**src/design/phsc_pkg.sv**
```systemverilog
// Behaviour
// - control bit 7 set drives eeprom status on status pin, else comparator or selector path.
// - bit 6 enables the crystal maintaining amplifier; cleared disables it.
// - bit 5 enables the reference doubler; cleared disables it.
// - bit 4 set freezes status readback register; cleared keeps it refreshing.
// - bit 3 set in automatic holdover uses lock detect comparator result.
// - bit 3 cleared ignores lock detect pin, holdover sees it true.
// - bit 3 set outside automatic holdover shows comparator result on monitor pin, and on status pin when bit 7 is clear.
// - bit 1 set hands holdover to align pin, internal control disabled.
// - bit 0 enables internal holdover; cleared keeps holdover disabled unless bit 1 is set.
// - readback bit 5 reports holdover currently active, not merely enabled.
package phsc_pkg;
    localparam logic [7:0] PHSC_CTRL_OFS = 8'h1d;
    localparam logic [7:0] PHSC_RDBK_OFS = 8'h1f;
    localparam logic [7:0] PHSC_IRQ_STAT_OFS = 8'h20;
    localparam logic [7:0] PHSC_IRQ_MASK_OFS = 8'h21;
    localparam int PHSC_ADDR_W = 8;
    localparam int PHSC_BIT_EEPROM = 7;
    localparam int PHSC_BIT_XTAL = 6;
    localparam int PHSC_BIT_DBL = 5;
    localparam int PHSC_BIT_FRZ = 4;
    localparam int PHSC_BIT_LDCMP = 3;
    localparam int PHSC_BIT_EXTHO = 1;
    localparam int PHSC_BIT_HOEN = 0;
    localparam int PHSC_RB_HOACT = 5;
    localparam logic [7:0] PHSC_CTRL_RST = 8'h80;
    localparam logic [7:0] PHSC_CTRL_WMASK = 8'hfb;
    localparam logic [7:0] PHSC_RDBK_RST = 8'h00;
    localparam logic [1:0] PHSC_IRQ_RST = 2'h0;
    typedef struct packed {
        logic eeprom_sel;
        logic crystal_amp;
        logic doubler;
        logic freeze;
        logic ld_cmp;
        logic ext_ho;
        logic ho_en;
    } phsc_ctrl_t;
endpackage : phsc_pkg

```
**src/design/phsc_sync.sv**
```systemverilog
// three-stage input synchroniser, change accepted when stages 2 and 3 agree
module phsc_sync
(
    input wire logic clk_i, // clock
    input wire logic rst_i, // sync reset
    input wire logic d_i, // async input
    output logic q_o // filtered level
);
    logic s1_q, s2_q, s3_q, q_q;
    logic q_d;
    // next filtered level only on agreement
    always_comb
    begin
        q_d = (s2_q == s3_q) ? s3_q : q_q;
    end
    always_ff @(posedge clk_i)
    begin
        if (rst_i)
        begin
            s1_q <= 1'b0;
            s2_q <= 1'b0;
            s3_q <= 1'b0;
            q_q <= 1'b0;
        end
        else
        begin
            s1_q <= d_i;
            s2_q <= s1_q;
            s3_q <= s2_q;
            q_q <= q_d;
        end
    end
    assign q_o = q_q;
endmodule // phsc_sync

```
**src/design/phsc_wb.sv**
```systemverilog
// classic wishbone slave front end, ack one cycle after request seen
module phsc_wb
(
    input wire logic clk_i, // clock
    input wire logic rst_i, // sync reset
    input wire logic cyc_i, // bus cycle
    input wire logic stb_i, // strobe
    input wire logic we_i, // write enable
    input wire logic sel_i, // byte lane 0 select
    output logic ack_o, // acknowledge
    output logic wr_o, // write strobe to bank
    output logic rd_o // read strobe to bank
);
    logic ack_q, ack_d;
    // ack dropped after one cycle so a held request is not taken twice
    always_comb
    begin
        ack_d = cyc_i & stb_i & ~ack_q;
    end
    always_ff @(posedge clk_i)
    begin
        if (rst_i)
            ack_q <= 1'b0;
        else
            ack_q <= ack_d;
    end
    assign ack_o = ack_q;
    // write lands at the edge where the master samples ack high
    assign wr_o = ack_q & cyc_i & stb_i & we_i & sel_i;
    assign rd_o = ack_d & ~we_i;
endmodule // phsc_wb

```
**src/design/phsc_top.sv**
```systemverilog
// Our own choice: the Wishbone register port.
module phsc_top
(
    input wire logic clk_i, // 250 mhz clock
    input wire logic rst_i, // sync reset, high
    input wire logic wb_cyc_i, // wishbone cycle
    input wire logic wb_stb_i, // wishbone strobe
    input wire logic wb_we_i, // wishbone write
    input wire logic [phsc_pkg::PHSC_ADDR_W-1:0] wb_adr_i, // byte address
    input wire logic [3:0] wb_sel_i, // byte enables
    input wire logic [31:0] wb_dat_i, // write data
    output logic [31:0] wb_dat_o, // read data
    output logic wb_ack_o, // acknowledge
    input wire logic eeprom_status_i, // eeprom status signal
    input wire logic status_sel_i, // status from selector field path
    input wire logic reference_monitor_pin_sel_i, // monitor from its selector path
    input wire logic ld_cmp_raw_i, // lock detect comparator, async
    input wire logic output_align_i, // align pin hold request, async
    input wire logic auto_ho_cond_i, // automatic holdover trigger
    input wire logic [7:0] pll_status_i, // live pll status bits
    output logic status_pin_o, // status output pin
    output logic reference_monitor_pin_o, // monitor output pin
    output phsc_pkg::phsc_ctrl_t ctrl_o, // control fields
    output logic holdover_o, // holdover active
    output logic irq_o // level interrupt
);
    import phsc_pkg::*;

    logic [7:0] ctrl_q, ctrl_d;
    logic [7:0] rdbk_q, rdbk_d;
    logic ho_q, ho_d;
    logic [1:0] ist_q, ist_d;
    logic [1:0] imsk_q, imsk_d;
    logic [31:0] dat_q, dat_d;
    logic wr, rd, ack, ld_s, align_s, ld_eff, auto_mode, ho_prev_q;
    logic [1:0] ev;

    phsc_wb u_wb
    (
        .clk_i(clk_i),
        .rst_i(rst_i),
        .cyc_i(wb_cyc_i),
        .stb_i(wb_stb_i),
        .we_i(wb_we_i),
        .sel_i(wb_sel_i[0]),
        .ack_o(ack),
        .wr_o(wr),
        .rd_o(rd)
    );
    phsc_sync u_ld
    (
        .clk_i(clk_i),
        .rst_i(rst_i),
        .d_i(ld_cmp_raw_i),
        .q_o(ld_s)
    );
    phsc_sync u_al
    (
        .clk_i(clk_i),
        .rst_i(rst_i),
        .d_i(output_align_i),
        .q_o(align_s)
    );

    // lock detect as seen by the holdover controller
    assign ld_eff = ctrl_q[PHSC_BIT_LDCMP] ? ld_s : 1'b1;
    assign auto_mode = ctrl_q[PHSC_BIT_HOEN] & ~ctrl_q[PHSC_BIT_EXTHO];

    // holdover decision; with bit 3 set, automatic holdover needs lock detect true
    always_comb
    begin
        if (ctrl_q[PHSC_BIT_EXTHO])
            ho_d = align_s;
        else if (ctrl_q[PHSC_BIT_HOEN])
            ho_d = auto_ho_cond_i & ld_eff;
        else
            ho_d = 1'b0;
    end

    // events: holdover entry and exit
    assign ev = {ho_prev_q & ~ho_q, ~ho_prev_q & ho_q};

    // register writes, sticky status where set beats clear
    always_comb
    begin
        ctrl_d = ctrl_q;
        imsk_d = imsk_q;
        ist_d = ist_q;
        if (wr && wb_adr_i == PHSC_CTRL_OFS)
            ctrl_d = wb_dat_i[7:0] & PHSC_CTRL_WMASK;
        if (wr && wb_adr_i == PHSC_IRQ_MASK_OFS)
            imsk_d = wb_dat_i[1:0];
        if (wr && wb_adr_i == PHSC_IRQ_STAT_OFS)
            ist_d = ist_q & ~wb_dat_i[1:0];
        ist_d = ist_d | ev;
    end

    // readback refreshed unless frozen; holdover flag in bit 5
    always_comb
    begin
        rdbk_d = rdbk_q;
        if (!ctrl_q[PHSC_BIT_FRZ])
        begin
            rdbk_d = pll_status_i;
            rdbk_d[PHSC_RB_HOACT] = ho_q;
        end
    end

    // read mux, unmapped reads zero
    always_comb
    begin
        dat_d = dat_q;
        if (rd)
        begin
            case (wb_adr_i)
                PHSC_CTRL_OFS: dat_d = {24'h0, ctrl_q};
                PHSC_RDBK_OFS: dat_d = {24'h0, rdbk_q};
                PHSC_IRQ_STAT_OFS: dat_d = {30'h0, ist_q};
                PHSC_IRQ_MASK_OFS: dat_d = {30'h0, imsk_q};
                default: dat_d = 32'h0;
            endcase
        end
    end

    always_ff @(posedge clk_i)
    begin
        if (rst_i)
        begin
            ctrl_q <= PHSC_CTRL_RST;
            rdbk_q <= PHSC_RDBK_RST;
            ho_q <= 1'b0;
            ho_prev_q <= 1'b0;
            ist_q <= PHSC_IRQ_RST;
            imsk_q <= PHSC_IRQ_RST;
            dat_q <= 32'h0;
        end
        else
        begin
            ctrl_q <= ctrl_d;
            rdbk_q <= rdbk_d;
            ho_q <= ho_d;
            ho_prev_q <= ho_q;
            ist_q <= ist_d;
            imsk_q <= imsk_d;
            dat_q <= dat_d;
        end
    end

    // pin muxes; eeprom status overrides selector path
    always_comb
    begin
        if (ctrl_q[PHSC_BIT_EEPROM])
            status_pin_o = eeprom_status_i;
        else if (ctrl_q[PHSC_BIT_LDCMP] && !auto_mode)
            status_pin_o = ld_s;
        else
            status_pin_o = status_sel_i;
        if (ctrl_q[PHSC_BIT_LDCMP] && !auto_mode)
            reference_monitor_pin_o = ld_s;
        else
            reference_monitor_pin_o = reference_monitor_pin_sel_i;
    end

    assign ctrl_o = {ctrl_q[7:3], ctrl_q[1:0]};
    assign holdover_o = ho_q;
    assign irq_o = |(ist_q & imsk_q);
    assign wb_ack_o = ack;
    assign wb_dat_o = dat_q;

    // checks
    a_eeprom_override: assert property (@(posedge clk_i) disable iff (rst_i)
        ctrl_q[7] |-> status_pin_o == eeprom_status_i)
        else $error("status pin not eeprom");
    a_xtal_field: assert property (@(posedge clk_i) disable iff (rst_i)
        ctrl_o.crystal_amp == ctrl_q[6])
        else $error("crystal amp mismatch");
    a_dbl_field: assert property (@(posedge clk_i) disable iff (rst_i)
        ctrl_o.doubler == ctrl_q[5])
        else $error("doubler mismatch");
    a_freeze_hold: assert property (@(posedge clk_i) disable iff (rst_i)
        ctrl_q[4] |=> $stable(rdbk_q))
        else $error("readback moved while frozen");
    a_ld_gate: assert property (@(posedge clk_i) disable iff (rst_i)
        (auto_mode && ctrl_q[3] && !ld_s) |=> !ho_q)
        else $error("holdover without lock");
    a_ld_ignore: assert property (@(posedge clk_i) disable iff (rst_i)
        (auto_mode && !ctrl_q[3]) |=> ho_q == $past(auto_ho_cond_i))
        else $error("lock detect not ignored");
    a_ld_monitor: assert property (@(posedge clk_i) disable iff (rst_i)
        (ctrl_q[3] && !auto_mode) |-> reference_monitor_pin_o == ld_s)
        else $error("monitor pin wrong");
    a_ext_hold: assert property (@(posedge clk_i) disable iff (rst_i)
        ctrl_q[1] |=> ho_q == $past(align_s))
        else $error("external holdover wrong");
    a_ho_disable: assert property (@(posedge clk_i) disable iff (rst_i)
        (ctrl_q[1:0] == 2'h0) |=> !ho_q)
        else $error("holdover while disabled");
    a_rb_hoact: assert property (@(posedge clk_i) disable iff (rst_i)
        !ctrl_q[4] |=> rdbk_q[5] == $past(ho_q))
        else $error("readback holdover bit wrong");
    a_bit2_zero: assert property (@(posedge clk_i) disable iff (rst_i)
        !ctrl_q[2])
        else $error("unused bit set");
    a_irq_sticky: assert property (@(posedge clk_i) disable iff (rst_i)
        (ev != 2'h0) |=> (ist_q & $past(ev)) == $past(ev))
        else $error("status event lost");
    c_ext_hold: cover property (@(posedge clk_i) ctrl_q[1] && ho_q);
    c_auto_hold: cover property (@(posedge clk_i) auto_mode && ho_q);
    c_frozen: cover property (@(posedge clk_i) ctrl_q[4] && wr);
    c_irq: cover property (@(posedge clk_i) irq_o);
endmodule // phsc_top

```
**config.mk**
```make
export PLATFORM = sky130hd
export DESIGN_NAME = phsc_top
export DESIGN_NICKNAME = d
export VERILOG_FILES = /design/src/design/phsc_pkg.sv /design/src/design/phsc_sync.sv /design/src/design/phsc_wb.sv /design/src/design/phsc_top.sv
export SDC_FILE = /design/constraint.sdc
export NUM_CORES = 1
export LEC_CHECK = 0
export ABC_AREA = 1
export BUFFER_PORTS_ARGS = -buffer_cell sky130_fd_sc_hd__buf_2
export CAP_MARGIN = 20
export CORE_MARGIN = 4
export CORE_UTILIZATION = 34
export CTS_CLUSTER_DIAMETER = 100
export DETAILED_ROUTE_END_ITERATION = 10
export MAX_ROUTING_LAYER = met4
export PLACE_DENSITY = 0.66
export SYNTH_ARGS = -nofsm -noshare
export SYNTH_HDL_FRONTEND = slang
export SYNTH_SLANG_ARGS = --single-unit
```
**constraint.sdc**
```tcl
create_clock -name clk_i -period 3.25 [get_ports clk_i]
set_clock_uncertainty 0.1 [all_clocks]
set_input_delay 0.1625 -clock clk_i [delete_from_list [all_inputs] [get_ports clk_i]]
set_output_delay 0.1625 -clock clk_i [all_outputs]
set_load 0.05 [all_outputs]
```
==> run summary, run 1 <==
Max-cap violations: 0
Most numerous cell in the Yosys netlist: dfxtp_1
CTS clk-pin slew, worst paths: 0.07 ns
Post-synth EDFFs: 0
Num CTS Buffers: 5
Peak supply drop: 0.296 mV
Synth-to-layout area growth: 19.6%
Vias in the first global route: 1,419
Post-route ant nets: 0
Fin crit share: 0.577
Drc violations: 0
Hold path depth: 3
Layout Cells excl Fill: 363
Reg2reg path depth: 5
Max Clock Freq: 533 MHz
Fraction of layout cells with a size suffix above 1: 0.233
Core Rows: 25
Clock Path Buffers: 2
DR vias/cell: 4.33
Kind of critical path: reg -> out
Die width: 79.7 um
Vias post-DR: 1,572
Post-cts sizing count: 0
CTS H-Tree Depth: 2
Port Buf Inserts: 53
Critical path endpoint category: primary output
Post-synthesis instance area: 1750 um^2
# IOs: 107
Gr usage total: 0.132
Clk Latency, worst-skew pair: 0.29 ns
Sequential fraction of the synthesis area: 0.436
Core area: 4850 um^2
Synth Warn #: 0
Status: finished, final reports clean
Setup Viol. Count Final: 0
Post-Place Cell Area: 1970 um^2
Synth cell types: 24
Pwr/cell area: 434 nW/um^2
Rel. slew slack: 0.575
Static Leak: 0.995 nW
Ys async rst share: 0
Average wire per standard cell: 10.8 um
Total grt overflow: 0
HP Class: in -> reg
Initial antenna violation count: 0
Ant. Diodes: 0
Dpl ws: 1.62 ns
Crit path launch type: flop
GP Congestion: 0.809
WL final: 3.93 mm
RSZ-0062 raised after global routing: false
Router iterations before antenna repair: 4
CP max FO: 4
Initial Util: 0.360
Die height: 79.7 um
Worst slew pin tran: 0.634 ns
Fill count: 511
Most frequent cells after synthesis: dfxtp_1 (38), nand2_1 (32), inv_1 (30), o21ai_0 (30), nor2_1 (28)
Top cells by area, synth: dfxtp_1 (44%), buf_4 (10%), o21ai_0 (8.6%), nand2_1 (6.9%), a21oi_1 (6.6%)
First-pass GRT wire length: 6.41 mm
Worst Min Path Start: pll_status_i[6]
Pin count of the biggest net entering global routing: 22
Top cell type's share of synthesized area: 0.436
Die area: 6340 um^2
Final nets: 359
Crit path DAT: 1.61 ns
Most used flip-flop cell after synthesis: dfxtp_1
Final hold vios: 0
CTS tree: built
Post-DP HPWL: 3.11 mm
Final Critical Period: 1.88 ns
Flops & latches, synth: 38
Worst setup margin: 1.37 ns
Clk sink count: 38
Final non-filler cell area: 2090 um^2
Cells after synthesis: 239
Post-Synthesis Mean Instance Area: 7.30 um^2
Setup crit start: ctrl_q[0]$_SDFFE_PP0P_
Sum Neg Setup Slack: 0 ns
CTS root buffer: clkbuf_8
Critical Path RT: 2.99 ns
Post-Place Cells: 352
Post-synth top area cell: dfxtp_1
Pins Over Slew Limit: 0
Iter 0 DRT Violations: 37
Reg2reg start: u_wb.ack_o$_SDFF_PP0_
cell type report:
type / count / area, um^2 / area share
Inverter: 31 / 116 / 0.0557
Clock buffer: 5 / 68.8 / 0.0330
Multi-Input combinational cell: 163 / 743 / 0.356
Tap cell: 67 / 83.8 / 0.0401
Timing Repair Buffer: 57 / 305 / 0.146
Clock inverter: 2 / 10.0 / 0.00479
Sequential cell: 38 / 761 / 0.364
cells in the final DEF, fill, tap and decap left out:
cell type | synthesis | routed
a22o_1 | 1 | 1
clkinv_2 | 0 | 2
o21ai_1 | 1 | 1
and2_4 | 1 | 1
o2111ai_1 | 1 | 1
nor2_2 | 2 | 2
dlygate4sd3_1 | 0 | 4
nor3_2 | 1 | 1
nor2_1 | 28 | 28
clkbuf_8 | 0 | 5
nand2_2 | 3 | 3
conb_1 | 1 | 24
inv_2 | 1 | 1
o21ai_0 | 30 | 30
o22ai_1 | 1 | 1
dfxtp_1 | 38 | 38
nor3_1 | 1 | 1
nand3_1 | 12 | 12
a211oi_1 | 1 | 1
inv_1 | 30 | 30
nor2_4 | 1 | 1
a21oi_1 | 23 | 23
nand2_1 | 32 | 32
buf_2 | 1 | 53
worst paths after layout:
path / end / slack (ns)
setup / recovery: status_pin_o / 1.37
hold / removal: rdbk_q[6]$_SDFFE_PP0N_ / 0.008
setup reg to reg: ctrl_q[1]$_SDFFE_PP0P_ / 1.60
hold reg to reg: u_ld.s2_q$_SDFF_PP0_ / 0.30
report_power, final:
| part | internal, W | total, W | switching, W | leakage [nW] |
|---|---|---|---|---|
| clock network | 0.000144 | 0.000300 | 0.000156 | 0.0438 |
| registers | 0.000474 | 0.000479 | 0.00000438 | 0.309 |
| logic | 0.0000279 | 0.000128 | 0.000100 | 0.642 |
| total | 0.000646 | 0.000907 | 0.000261 | 0.995 |
sequential cells by signal, summed over array words and instances (netlist names), 2 cells and up:
signal    count
rdbk_q        8
wb_dat_o      8
ctrl_q        7
imsk_q        2
ist_q         2
cell families (layout without fill, tap and decap cells):
| family | count (synthesis) | after routing | share of synthesized area |
|---|---|---|---|
| buffers and inverters | 61 | 95 | 0.188 |
| AOI/OAI and AO/OA | 58 | 58 | 0.173 |
| other | 1 | 24 | 0.00215 |
| and+or+nand+nor | 81 | 81 | 0.201 |
| DFF | 38 | 38 | 0.436 |
routing by layer:
metal  up-vias  wire length, um  global-route usage  part of all wire
li1        826                -                   -                 -
met1       675             1720               0.166              0.44
met2        62             1790               0.197              0.46
met3         9              348              0.0429             0.089
met4         0               62              0.0464             0.016
met5         -                0                   -                 0
stage by stage:
stage               power (W)  hold WS (ns)   util
global route         0.000950       0.00688  0.431
detailed placement   0.000614         0.270  0.406
CTS                  0.000918       0.00129  0.431
floorplan            0.000607         0.146      -
global placement     0.000613         0.263  0.406
finish               0.000907       0.00765  0.431
worst max-delay path: stages, from the launching register on:
cell	delay, ns
dfxtp_1	0.40
inv_1	0.08
o21ai_0	0.34
o21ai_0	0.13
a21oi_1	0.13
nor2_1	0.05
buf_2	0.20
what timing repair did:
item / in CTS / in global routing
endpoints found under the hold margin: 4 / 0
buffers inserted: 0 / 0
endpoints found under the setup margin: 0 / 0
hold buffers: 4 / 0
(Power assumes the default switching activity.)
==> run 2: changes to the inputs <==
clock period = 1.8 ns   (was 3.25 ns; I/O delays follow)
==> run 2 against run 1 <==
  * Via count rose by 1.4%
  * Die area did not move
  * Routed wire length rose by 3.8%
  * Sequential share of layout area fell by 2.7 points
  * Total power rose by 91%
  * First-iteration DRC count rose to 2.7 times the previous value
  * Critical endpoint unchanged
==> run summary, run 2 (synthesis gave the netlist of run 1 again) <==
Die height: 79.7 um (unchanged)
Hold EP: u_wb.ack_o$_SDFF_PP0_
Initial Util: 0.360 (unchanged)
CTS root buffer: clkbuf_8
Internal Power: 0.00123 W (+91%)
# IOs: 107 (unchanged)
CTS H-Tree Depth: 2 (unchanged)
DR vias/cell: 4.21 (-2.9%)
Hold path depth: 3 (unchanged)
Max Clock Freq: 607 MHz
HP Class: in -> reg
Vias post-DR: 1,594 (+1.4%)
Slowest cell on crit path: dfxtp_1
Crit-path max cell delay: 0.40 ns (about the same)
Kind of critical path: reg -> out
Ant. Diodes: 0 (unchanged)
Final non-filler cell area: 2250 um^2 (+7.9%)
Vias in the first global route: 1,511 (+6.5%)
Worst Min Path Start: wb_stb_i
Fill count: 498 (-2.5%)
Critical path endpoint category: primary output
Synth-to-layout area growth: 29.1%
Final hold vios: 0 (unchanged)
Average wire per standard cell: 10.8 um (-0.54%)
GP Congestion: 0.796 (-1.6%)
Comb pwr share: 0.148 (+0.006)
CP Cell Sequence: inv_1 > o21ai_2 > o21ai_0 > a21oi_1 > nor2_2 > buf_2
Die area: 6340 um^2 (unchanged)
Core Rows: 25 (unchanged)
Post-route ant nets: 0 (unchanged)
Pin count of the biggest net entering global routing: 21 (-4.5%)
Gr usage total: 0.139 (+0.00698)
First-pass GRT wire length: 6.78 mm (+5.7%)
Pwr/cell area: 767 nW/um^2 (+77%)
Router iterations before antenna repair: 4 (unchanged)
Status: finished, final reports clean
Initial antenna violation count: 0 (unchanged)
Max-cap violations: 0 (unchanged)
CTS clk-pin slew, worst paths: 0.07 ns (about the same)
Static Leak: 1.06 nW (+6.9%)
Die width: 79.7 um (unchanged)
Crit path DAT: 1.46 ns (-0.15 ns)
RSZ-0062 raised after global routing: false
Post-Place Cell Area: 1990 um^2 (+1.3%)
Dpl ws: 0.279 ns (-1.35 ns)
P_sw: 0.000495 W (+90%)
Setup crit start: ctrl_q[0]$_SDFFE_PP0P_
Peak supply drop: 0.571 mV (+93%)
Fin crit share: 0.915
Reg2reg path depth: 6 (+1)
Post-DP HPWL: 3.08 mm (-1.2%)
WL final: 4.08 mm (+3.8%)
Clock network power share: 0.351 (+0.020)
Reg2reg start: u_wb.ack_o$_SDFF_PP0_
Port Buf Inserts: 53 (unchanged)
Fraction of layout cells with a size suffix above 1: 0.240 (+0.00728)
Commonest non-fill, non-tap cell in the layout: buf_2
Clk sink count: 38 (unchanged)
Worst setup margin: 0.154 ns (-1.22 ns)
Clk Latency, worst-skew pair: 0.29 ns (about the same)
CTS tree: built
Crit path launch type: flop
Pins Over Slew Limit: 0 (unchanged)
Num CTS Buffers: 5 (unchanged)
R2r setup slk: 0.39 ns (-1.21 ns)
Clock Path Buffers: 2 (unchanged)
Total grt overflow: 0 (unchanged)
Most frequent cells in the layout: buf_2 (53), dfxtp_1 (38), nand2_1 (32)
Final Critical Period: 1.65 ns
CP max FO: 4 (unchanged)
Critical Path RT: 1.61 ns (-1.38 ns)
Sequential share of power: 0.500 (-0.028)
Iter 0 DRT Violations: 100 (+170%)
RR Endpoint: ctrl_q[6]$_SDFFE_PP0P_
Final nets: 374 (+4.2%)
Sw frac: 0.286 (-0.00149)
Setup Viol. Count Final: 0 (unchanged)
Drc violations: 0 (unchanged)
Core area: 4850 um^2 (unchanged)
-- run 2: power groups by stage --
stage                     clock [W]  combinational, W  sequential, W
after global placement            0          0.000228       0.000883
after floorplan                   0          0.000208       0.000889
final                      0.000608          0.000256       0.000865
after CTS                  0.000632          0.000256       0.000864
after detailed placement          0          0.000229       0.000884
after global routing       0.000659          0.000278       0.000866
-- run 2: stage by stage --
step | TNS (ns) | utilization | power, W | std cells | hold slack [ns]
after floorplan | -0.0719 | - | 0.00110 | 262 | 0.0739
after global placement | 0 | 0.411 | 0.00111 | 355 | 0.189
after detailed placement | 0 | 0.411 | 0.00111 | 355 | 0.197
after CTS | 0 | 0.464 | 0.00175 | 379 | 0.000696
after global routing | 0 | 0.465 | 0.00180 | 379 | 0.0177
final | 0 | 0.465 | 0.00173 | 379 | 0.0142
-- run 2: cell type report --
type	instances	area, um^2	share of cell area
sequential	38	761	0.338
clock inverter	2	12.5	0.00555
timing repair buffer	72	448	0.199
inverter	31	116	0.0516
clock buffer	6	82.6	0.0366
tap	67	83.8	0.0372
multi-input combinational	163	749	0.333
-- run 2: per-layer routing --
layer  vias to the layer above  track usage  part of all wire
met1                       689        0.169              0.45
met2                        45        0.224              0.47
met5                         -            -                 0
met4                         0       0.0515             0.013
li1                        855            -                 -
met3                         5       0.0316             0.064
-- run 2: worst max-delay path by stage --
stage	to	slack, ns
6_report	status_pin_o	0.15
5_1_grt	status_pin_o	0.05
4_1_cts	status_pin_o	0.07
3_5_place_dp	status_pin_o	0.28
3_3_place_gp	status_pin_o	0.27
2_1_floorplan	reference_monitor_pin_o	-0.07
-- run 2: repair_timing --
action	4_1_cts	5_1_grt
buffers inserted	0	0
setup endpoints to repair	1	1
pin swaps	0	0
resized for setup	1	1
hold endpoints to repair	16	0
hold buffers	16	0
-- run 2: critical path, delay by kind of cell (launching register included) --
kind,cells,cell delay [ns]
flip-flops,1,0.40
buffers and inverters,2,0.30
AO/OA/AOI/OAI,3,0.43
AND/OR/NAND/NOR,1,0.04
==> run 3: changes to the inputs <==
BUFFER_PORTS_ARGS = default   (was -buffer_cell sky130_fd_sc_hd__buf_2)
DONT_BUFFER_PORTS = 1   (was default)
PLACE_DENSITY = 0.48   (was 0.66)
==> run 3 against run 2 <==
  * Final cell count shrank 8.4%
  * Core utilization shrank 2.0 points
  * Die area is the same
  * Via count shrank 6.3%
  * Critical path type unchanged
  * Critical endpoint unchanged
==> run summary, run 3 (synthesis gave the netlist of run 1 again) <==
Worst setup margin: 0.215 ns (+0.0614 ns)
Setup Viol. Count Final: 0 (unchanged)
Layout Cells excl Fill: 347 (-8.4%)
CP max FO: 4 (unchanged)
Initial antenna violation count: 0 (unchanged)
Fill count: 532 (+6.8%)
Met1 Usage GRT: 0.176 (+0.00728)
CTS root buffer: clkbuf_8
CTS H-Tree Depth: 2 (unchanged)
Core area: 4850 um^2 (unchanged)
Pins Over Slew Limit: 0 (unchanged)
Post-Place Cells: 319 (-10%)
Port Buf Inserts: 0 (-100%)
Crit path DAT: 1.39 ns (-0.07 ns)
RR Endpoint: wb_dat_o[5]$_SDFFE_PP0P_
Vias post-DR: 1,494 (-6.3%)
Worst Min Path Start: wb_stb_i
Clk Latency, worst-skew pair: 0.29 ns (about the same)
Post-route ant nets: 0 (unchanged)
Drc violations: 0 (unchanged)
Ant. Diodes: 0 (unchanged)
Peak supply drop: 0.400 mV (-30%)
Clk sink count: 38 (unchanged)
Met3 Resource Use GR: 0.0440 (+0.0124)
Final Critical Period: 1.58 ns (-0.0614 ns)
Critical Path RT: 1.61 ns (about the same)
Vias in the first global route: 1,365 (-9.7%)
Die height: 79.7 um (unchanged)
Kind of critical path: reg -> out
Fraction of layout cells with a size suffix above 1: 0.132 (-0.108)
First-pass GRT wire length: 6.53 mm (-3.7%)
CP Cell Sequence: inv_1 > o21ai_1 > o21ai_0 > a21oi_1 > nor2_2 > buf_12
R2r setup slk: 0.40 ns (about the same)
Pin count of the biggest net entering global routing: 21 (unchanged)
Average wire per standard cell: 11.8 um (+9.5%)
Worst slew pin tran: 0.739 ns
WL final: 4.09 mm (+0.25%)
Max-cap violations: 0 (unchanged)
Final hold vios: 0 (unchanged)
Layer with the highest usage: met2
Die area: 6340 um^2 (unchanged)
Status: finished, final reports clean
Met2 Use GR: 0.210 (-0.0142)
Hold path depth: 3 (unchanged)
Slowest cell on crit path: dfxtp_1
# IOs: 107 (unchanged)
Minimum hold slack: 0.0591 ns (+0.0450 ns)
CTS clk-pin slew, worst paths: 0.07 ns (about the same)
Total grt overflow: 0 (unchanged)
Final nets: 343 (-8.3%)
Pwr/cell area: 761 nW/um^2 (-0.74%)
Dpl ws: 0.372 ns (+0.0929 ns)
Critical path endpoint category: primary output
Clock Path Buffers: 2 (unchanged)
Hold EP: wb_dat_o[2]$_SDFFE_PP0P_
Setup crit start: ctrl_q[0]$_SDFFE_PP0P_
Post-CTS Setup Bufs: 0 (unchanged)
Gr usage total: 0.138 (-0.000345)
Core Rows: 25 (unchanged)
Rel. slew slack: 0.505
Reg2reg path depth: 4 (-2)
Die width: 79.7 um (unchanged)
Pwr Total: 0.00164 W (-4.9%)
Router iterations before antenna repair: 4 (unchanged)
GP Congestion: 0.736 (-7.6%)
DR vias/cell: 4.31 (+2.4%)
Sum Neg Setup Slack: 0 ns (unchanged)
Num CTS Buffers: 5 (unchanged)
Static Leak: 0.939 nW (-12%)
RSZ-0062 raised after global routing: false
Commonest non-fill, non-tap cell in the layout: dfxtp_1
Most frequent cells in the layout: dfxtp_1 (38), nand2_1 (32), inv_1 (30)
Crit-path max cell delay: 0.33 ns (-0.07 ns)
HP Class: in -> reg
Max Clock Freq: 631 MHz (+3.9%)
Synth-to-layout area growth: 23.7%
Initial Util: 0.360 (unchanged)
Post-DP HPWL: 3.07 mm (about the same)
CTS tree: built
Fin crit share: 0.880 (-0.0341)
Crit path launch type: flop
Reg2reg start: u_wb.ack_o$_SDFF_PP0_
Iter 0 DRT Violations: 75 (-25%)
## run 3: where the power goes
group / internal, W / switching (W)
Sequential: 0.000857 / 0.00000790
Combinational: 0.0000575 / 0.000176
Clock: 0.000260 / 0.000285
## run 3: layout make-up
cell class | count | area, um^2 | area share
Timing Repair Buffer | 41 | 373 | 0.173
Multi-Input combinational cell | 163 | 746 | 0.346
Inverter | 31 | 116 | 0.0539
Clock inverter | 2 | 10.0 | 0.00464
Clock buffer | 5 | 68.8 | 0.0319
Tap cell | 67 | 83.8 | 0.0388
Sequential cell | 38 | 761 | 0.352
## run 3: repair_timing
action,4_1_cts,5_1_grt
hold buffers,21,0
gates resized for setup,0,1
hold endpoints to repair,36,0
setup endpoints to repair,0,1
## run 3: worst max path at each step
stage                         endpoint  slack (ns)
2_1_floorplan  reference_monitor_pin_o       -0.07
6_report                  status_pin_o        0.22
3_5_place_dp              status_pin_o        0.37
4_1_cts                   status_pin_o        0.04
5_1_grt                   status_pin_o        0.02
3_3_place_gp              status_pin_o        0.39
## run 3: critical path, delay by kind of cell (launching register included)
kind	cells	cell delay [ns]
AOI/OAI and AO/OA	3	0.52
DFF	1	0.33
and+or+nand+nor	1	0.06
buffers and inverters	2	0.20
## run 3: stage by stage
stage	util	cell area, um^2
detailed placement	0.386	1870
floorplan	-	1830
CTS	0.445	2160
global placement	0.386	1870
finish	0.445	2160
global route	0.445	2160
## run 3: layer usage
metal  wire (um)  up-vias  share of wire
met2        1830       45           0.45
li1            -      794              -
met4          51        0          0.012
met5           0        -              0
met3         266        7          0.065
met1        1940      648           0.47
